[src/common/sarrd_pkg.sv]
// Purpose: constants for the serial readout of the SAR converter
// Assumes: 40 MHz system clock, link pins sampled by two flip-flops
// Notes: frame is 16 bits, four zeros then 12 result bits
package sarrd_pkg;
   // -----------------------------------------------------------------
   // Frame layout
   // -----------------------------------------------------------------
   localparam int RES_W = 12;
   localparam int FRAME_BITS = 16;
   localparam int LEAD_ZEROS = 4;
   localparam logic [4:0] EDGE_ACQ = 5'h0D;
   localparam logic [4:0] EDGE_END = 5'h10;
   localparam logic [4:0] EDGE_PD_LO = 5'h02;
   localparam logic [4:0] EDGE_PD_HI = 5'h0A;
   localparam logic [4:0] EDGE_ZERO = 5'h00;
   localparam logic [11:0] RESULT_ZERO = 12'h000;
   // -----------------------------------------------------------------
   // Timing
   // -----------------------------------------------------------------
   localparam int CLK_PERIOD_NS = 25;
   localparam int WAKE_TIME_NS = 1000;
   localparam int WAKE_CYCLES = WAKE_TIME_NS / CLK_PERIOD_NS;
   localparam logic [5:0] WAKE_INIT = 6'(WAKE_CYCLES);
   // -----------------------------------------------------------------
   // Frame states
   // -----------------------------------------------------------------
   typedef enum logic [3:0] {
      SARRD_IDLE = 4'b0001,
      SARRD_CONV = 4'b0010,
      SARRD_DONE = 4'b0100,
      SARRD_DOWN = 4'b1000
   } sarrd_state_t;
endpackage

[src/hdl/sarrd_top.sv]
// Purpose: frame sequencing and serial readout of a 12-bit SAR converter
// Assumes: select and bit clock come from an outside master, sampled here
// Notes: result word comes from the converter core on result_i
module sarrd_top
#(
   parameter int RES_W = sarrd_pkg::RES_W
)
(
   input wire logic clk_i,
   input wire logic rst_n_i,
   input wire logic clk_en_i,
   input wire logic select_n_i,
   input wire logic bit_clk_i,
   input wire logic [RES_W-1:0] result_i,
   output logic serial_data_out_o,
   output logic serial_data_oe_n_o,
   output logic sample_strobe_o,
   output logic acquire_o,
   output logic data_valid_o,
   output logic powered_down_o,
   output logic powered_up_o
);
   if (RES_W != sarrd_pkg::RES_W)
   begin : g_width_check
      $error("RES_W must match the 16-bit frame layout");
   end

   // ----------------------------------------------------------------
   // Pin synchronisers and edge detection
   // ----------------------------------------------------------------
   logic [1:0] sel_sync_reg, sel_sync_next;
   logic [1:0] bck_sync_reg, bck_sync_next;
   logic sel_last_reg, sel_last_next;
   logic bck_last_reg, bck_last_next;
   logic sel_fall, sel_rise, bck_fall, bck_rise;

   always_comb
   begin
      sel_sync_next = {sel_sync_reg[0], select_n_i};
      bck_sync_next = {bck_sync_reg[0], bit_clk_i};
      sel_last_next = sel_sync_reg[1];
      bck_last_next = bck_sync_reg[1];
   end

   always_ff @(posedge clk_i)
   begin
      if (!rst_n_i)
      begin
         sel_sync_reg <= 2'h3;
         bck_sync_reg <= 2'h0;
         sel_last_reg <= 1'b1;
         bck_last_reg <= 1'b0;
      end
      else if (clk_en_i)
      begin
         sel_sync_reg <= sel_sync_next;
         bck_sync_reg <= bck_sync_next;
         sel_last_reg <= sel_last_next;
         bck_last_reg <= bck_last_next;
      end
   end

   assign sel_fall = sel_last_reg & ~sel_sync_reg[1];
   assign sel_rise = ~sel_last_reg & sel_sync_reg[1];
   assign bck_fall = bck_last_reg & ~bck_sync_reg[1];
   assign bck_rise = ~bck_last_reg & bck_sync_reg[1];

   // ----------------------------------------------------------------
   // Frame sequencer
   // ----------------------------------------------------------------
   sarrd_pkg::sarrd_state_t state_reg, state_next;
   logic [4:0] edge_cnt_reg, edge_cnt_next;
   logic [15:0] shift_reg, shift_next;
   logic sdo_reg, sdo_next;
   logic oe_n_reg, oe_n_next;
   logic strobe_reg, strobe_next;
   logic acq_reg, acq_next;
   logic valid_reg, valid_next;
   logic pd_reg, pd_next;
   logic pup_reg, pup_next;
   logic [5:0] wake_reg, wake_next;

   always_comb
   begin
      state_next = state_reg;
      edge_cnt_next = edge_cnt_reg;
      shift_next = shift_reg;
      sdo_next = sdo_reg;
      oe_n_next = oe_n_reg;
      strobe_next = 1'b0;
      acq_next = acq_reg;
      valid_next = valid_reg;
      pd_next = pd_reg;
      pup_next = pup_reg;
      wake_next = wake_reg;
      if (wake_reg != 6'h00)
      begin
         wake_next = wake_reg - 6'h01;
         pup_next = (wake_reg == 6'h01);
      end
      case (state_reg)
         sarrd_pkg::SARRD_IDLE, sarrd_pkg::SARRD_DOWN:
         begin
            if (sel_fall)
            begin
               state_next = sarrd_pkg::SARRD_CONV;
               edge_cnt_next = sarrd_pkg::EDGE_ZERO;
               strobe_next = ~pd_reg;
               acq_next = 1'b0;
               // Lead zeros, then result, MSB first
               shift_next = {4'h0, result_i};
               sdo_next = 1'b0;
               oe_n_next = 1'b0;
            end
         end
         sarrd_pkg::SARRD_CONV:
         begin
            if (sel_rise)
            begin
               state_next = sarrd_pkg::SARRD_IDLE;
               oe_n_next = 1'b1;
               sdo_next = 1'b0;
               // No acquisition reached: next frame has no data
               if (!acq_reg)
                  valid_next = 1'b0;
               if (!pd_reg && edge_cnt_reg >= sarrd_pkg::EDGE_PD_LO
                   && edge_cnt_reg < sarrd_pkg::EDGE_PD_HI)
               begin
                  pd_next = 1'b1;
                  pup_next = 1'b0;
                  wake_next = 6'h00;
                  valid_next = 1'b0;
                  state_next = sarrd_pkg::SARRD_DOWN;
               end
            end
            else
            begin
               if (bck_fall)
               begin
                  edge_cnt_next = edge_cnt_reg + 5'h01;
                  shift_next = {shift_reg[14:0], 1'b0};
                  sdo_next = shift_reg[14];
                  if (pd_reg && edge_cnt_reg + 5'h01 > sarrd_pkg::EDGE_PD_HI)
                  begin
                     pd_next = 1'b0;
                     wake_next = sarrd_pkg::WAKE_INIT;
                  end
                  if (edge_cnt_reg + 5'h01 == sarrd_pkg::EDGE_END)
                  begin
                     state_next = sarrd_pkg::SARRD_DONE;
                     oe_n_next = 1'b1;
                     sdo_next = 1'b0;
                     valid_next = ~pd_reg;
                  end
               end
               if (bck_rise && edge_cnt_reg >= sarrd_pkg::EDGE_ACQ)
                  acq_next = 1'b1;
            end
         end
         sarrd_pkg::SARRD_DONE:
         begin
            if (bck_rise && edge_cnt_reg >= sarrd_pkg::EDGE_ACQ)
               acq_next = 1'b1;
            if (sel_rise)
               state_next = sarrd_pkg::SARRD_IDLE;
         end
         default:
            state_next = sarrd_pkg::SARRD_IDLE;
      endcase
   end

   always_ff @(posedge clk_i)
   begin
      if (!rst_n_i)
      begin
         state_reg <= sarrd_pkg::SARRD_IDLE;
         edge_cnt_reg <= sarrd_pkg::EDGE_ZERO;
         shift_reg <= 16'h0000;
         sdo_reg <= 1'b0;
         oe_n_reg <= 1'b1;
         strobe_reg <= 1'b0;
         acq_reg <= 1'b0;
         valid_reg <= 1'b0;
         pd_reg <= 1'b0;
         pup_reg <= 1'b1;
         wake_reg <= 6'h00;
      end
      else if (clk_en_i)
      begin
         state_reg <= state_next;
         edge_cnt_reg <= edge_cnt_next;
         shift_reg <= shift_next;
         sdo_reg <= sdo_next;
         oe_n_reg <= oe_n_next;
         strobe_reg <= strobe_next;
         acq_reg <= acq_next;
         valid_reg <= valid_next;
         pd_reg <= pd_next;
         pup_reg <= pup_next;
         wake_reg <= wake_next;
      end
   end

   assign serial_data_out_o = sdo_reg;
   assign serial_data_oe_n_o = oe_n_reg;
   assign sample_strobe_o = strobe_reg;
   assign acquire_o = acq_reg;
   assign data_valid_o = valid_reg;
   assign powered_down_o = pd_reg;
   assign powered_up_o = pup_reg;
endmodule // sarrd_top

[config.mk]
export PLATFORM = sky130hd
export DESIGN_NAME = sarrd_top
export DESIGN_NICKNAME = d
export VERILOG_FILES = /design/src/common/sarrd_pkg.sv /design/src/hdl/sarrd_top.sv
export SDC_FILE = /design/constraint.sdc
export NUM_CORES = 1
export LEC_CHECK = 0
export BUFFER_PORTS_ARGS = -buffer_cell sky130_fd_sc_hd__buf_2
export CAP_MARGIN = 40
export CORE_MARGIN = 2
export CORE_UTILIZATION = 53
export CTS_CLUSTER_DIAMETER = 60
export DETAILED_ROUTE_END_ITERATION = 12
export GPL_TIMING_DRIVEN = 0
export PLACE_DENSITY = 0.81
export REMOVE_ABC_BUFFERS = 1
export SYNTH_ARGS = -nofsm -noshare
export SYNTH_HDL_FRONTEND = slang
export SYNTH_SLANG_ARGS = --single-unit
[constraint.sdc]
create_clock -name clk_i -period 2.4 [get_ports clk_i]
set_clock_uncertainty 0.2 [all_clocks]
set_input_delay 0.24 -clock clk_i [delete_from_list [all_inputs] [get_ports clk_i]]
set_output_delay 0.24 -clock clk_i [all_outputs]
set_load 0.02 [all_outputs]
==> flow_summary.json <==
{
  "crit_family": "simple AND/OR/NAND/NOR gates",
  "status": "complete, no violations",
  "die_area_sq_mm": 0.00513,
  "postRouteWirelength_mm": 6.14,
  "synthTopCellsByCount": "nand2_1, dfxtp_1, nor2_1, a21oi_1",
  "synth_warnings": 0,
  "max_slew_margin_pct": 44.5,
  "ys_ff_latch": 43,
  "register_area_sq_um": 873,
  "die_x_microns": 71.6,
  "slew_viol_final": 0,
  "wl_per_cell_microns": 16.6,
  "vias": 2330,
  "initial_utilization_pct": 55.3,
  "gp_routability_congestion": 0.830,
  "endpoint_kind": "register",
  "post-route-util_pct": 66.2,
  "rsz0062_at_grt": "yes",
  "drt_iter0_drc": 360,
  "largest_reg_flops": 15,
  "vias_per_cell": 6.28,
  "clk_pin_slew_ns": 0.09,
  "synth_edf_count": 0,
  "syn_area_sq_mm": 0.00242,
  "cts_buffers": 5,
  "antenna_cells": 0,
  "tightest_slew_ns": 0.822,
  "dr.pass1.iters": 5,
  "grt_start_max_net_pins": 21,
  "drive_gt1_share_pct": 24.5,
  "cellPowerDensity_mw_per_mm2": 631,
  "timing.fmax_ghz": 0.422,
  "critPathLaunchType": "register",
  "numPortBuffers": 23,
  "num_rows": 24,
  "hold_viol_final": 0,
  "layout_min_cycle_time_ns": 2.37,
  "grt_usage_pct": 23.3,
  "core_area_sq_mm": 0.00438,
  "h-tree-depth": 2,
  "multiInputGateArea_sq_mm": 0.00150,
  "drc": 0,
  "io_pins": 24,
  "critPathArrivalTime_ns": 2.39,
  "dieHeight_microns": 71.6,
  "hp-class": "in2reg",
  "clock-sinks": 43,
  "setup-violations-final": 0,
  "cp_max_fo": 8,
  "crit_slowest_cell": "or4b_4",
  "postRouteAntennaNets": 0,
  "irDropWorstVdd_v": 0.000354,
  "min_period_over_period_pct": 98.6,
  "cap_violations": 0,
  "fillers": 325,
  "grt_pass1_vias": 2138,
  "yosysSeqAreaShare_pct": 35.5,
  "crit_chain": "or4b_4 > or3_4 > a31oi_4 > buf_4 > clkbuf_16 > nand3_1 > a21oi_1",
  "final_cells": 371,
  "synthArstFlopShare_pct": 0,
  "leakagePower_uw": 0.00111,
  "place_inst": 352,
  "synthDistinctLibCells": 52,
  "syn_avg_cell_area_sq_um": 8.32,
  "cts_tree": "built",
  "synthCells": 291,
  "total_power_uw": 1830,
  "cpPeakStageDelay_ns": 0.55,
  "yosysTopAreaCell": "dfxtp_1",
  "crit_required_ns": 2.43,
  "synth_area_leaders": "dfxtp_1, nand2_1, a311oi_2",
  "grt_pass1_wl_mm": 9.58,
  "overflow": 0,
  "syn_to_final_growth_pct": 19.8,
  "cts_buffer_depth": 2,
  "antenna_found_initial": 0,
  "clkLatencyLatePin_ns": 0.30,
  "root_buffer": "clkbuf_8",
  "critPathKind": "reg2reg",
  "path_buf_inv": 2,
  "synth_most_common_cell": "nand2_1",
  "hpwlAfterDp_mm": 3.82,
  "yosysTopAreaCellShare_pct": 35.5,
  "ys.flop_type": "dfxtp_1",
  "nets": 342
}
per-layer routing:
metal / up-vias / part of all wire, % / global-route usage (%)
met5: - / 0 / 0
met4: 0 / 2.8 / 9.43
met3: 21 / 7.1 / 4.22
met2: 109 / 50 / 40.0
met1: 1104 / 41 / 28.8
li1: 1096 / - / -
layout by cell type (no fill, tap or decap), types with 2 or more instances in the layout:
master,count
buf_2,23
o211ai_1,2
inv_1,7
nand2_1,46
a31oi_4,2
mux2i_1,9
nor2b_1,7
dfxtp_1,37
and2_1,2
dfxtp_4,2
or3_1,2
o21a_1,2
o221a_2,3
a311oi_2,11
clkbuf_8,6
nand2b_1,9
o22ai_1,2
xor2_1,2
dfxtp_2,4
nand3b_1,3
xnor2_1,3
ha_1,6
dlygate4sd3_1,2
o21ai_0,8
nor2_1,30
buf_4,8
nor3_1,7
a221o_1,2
a21o_1,4
a31oi_1,4
a21oi_1,18
nand3_1,10
nor3b_1,3
power breakdown:
part	internal, uW	leakage (uW)	total [uW]	switching [uW]
clock network	342	0.0000618	602	259
logic	188	0.000697	408	219
registers	763	0.000352	821	58.7
total	1290	0.00111	1830	537
worst reg2reg max path, stage by stage (launching register included):
cell and delay, ns:
dfxtp_4 0.37, or4b_4 0.55, or3_4 0.35, a31oi_4 0.21, buf_4 0.16, clkbuf_16 0.14, nand3_1 0.11, a21oi_1 0.20
worst paths after layout:
kind                                         from           endpoint  slack [ns]  depth (start not counted)
worst max-delay path                 state_reg[0]      shift_reg[13]        0.03                          7
worst min-delay path                    bit_clk_i    bck_sync_reg[0]      0.0009                          3
worst max register to register       state_reg[0]      shift_reg[13]        0.03                          7
worst min register to register  serial_data_out_o  serial_data_out_o        0.28                          2
repair_timing:
item | CTS | global route
hold buffers | 2 | 0
gates cloned | 1 | 1
buffers inserted | 2 | 5
pin swaps | 1 | 5
hold endpoints to repair | 2 | 0
resized for setup | 10 | 11
setup endpoints to repair | 25 | 18
kinds of logic (layout without fill, tap and decap cells):
group | count (synthesis) | in the layout | synth area share [%]
DFF | 43 | 43 | 35.5
AOI/OAI and AO/OA | 72 | 72 | 24.5
xor gates and xnor gates | 6 | 6 | 2.17
muxes | 9 | 9 | 3.72
buffers and inverters | 26 | 54 | 5.27
adders and majority gates | 7 | 7 | 3.62
and+or+nand+nor | 128 | 128 | 25.2
stage by stage:
stage	instance area [sq um]	TNS, ns	worst slack, ns	hold WS, ns
after global placement	2500	-76.94	-2.95	0.254
after floorplan	2320	-37.40	-1.60	0.102
after global routing	2900	-0.0308	-0.0186	0.0208
after CTS	2790	-0.00860	-0.00860	0.00592
after detailed placement	2570	-9.23	-0.584	0.266
final	2900	0	0.0329	0.000891
layout make-up:
class	instances	area share, %
tap	52	2.24
multi-input combinational	222	51.7
sequential	43	30.1
clock buffer	6	2.85
clock inverter	2	1.34
inverter	8	1.03
timing repair buffer	38	10.7
Power figures use the tool's default switching activity.
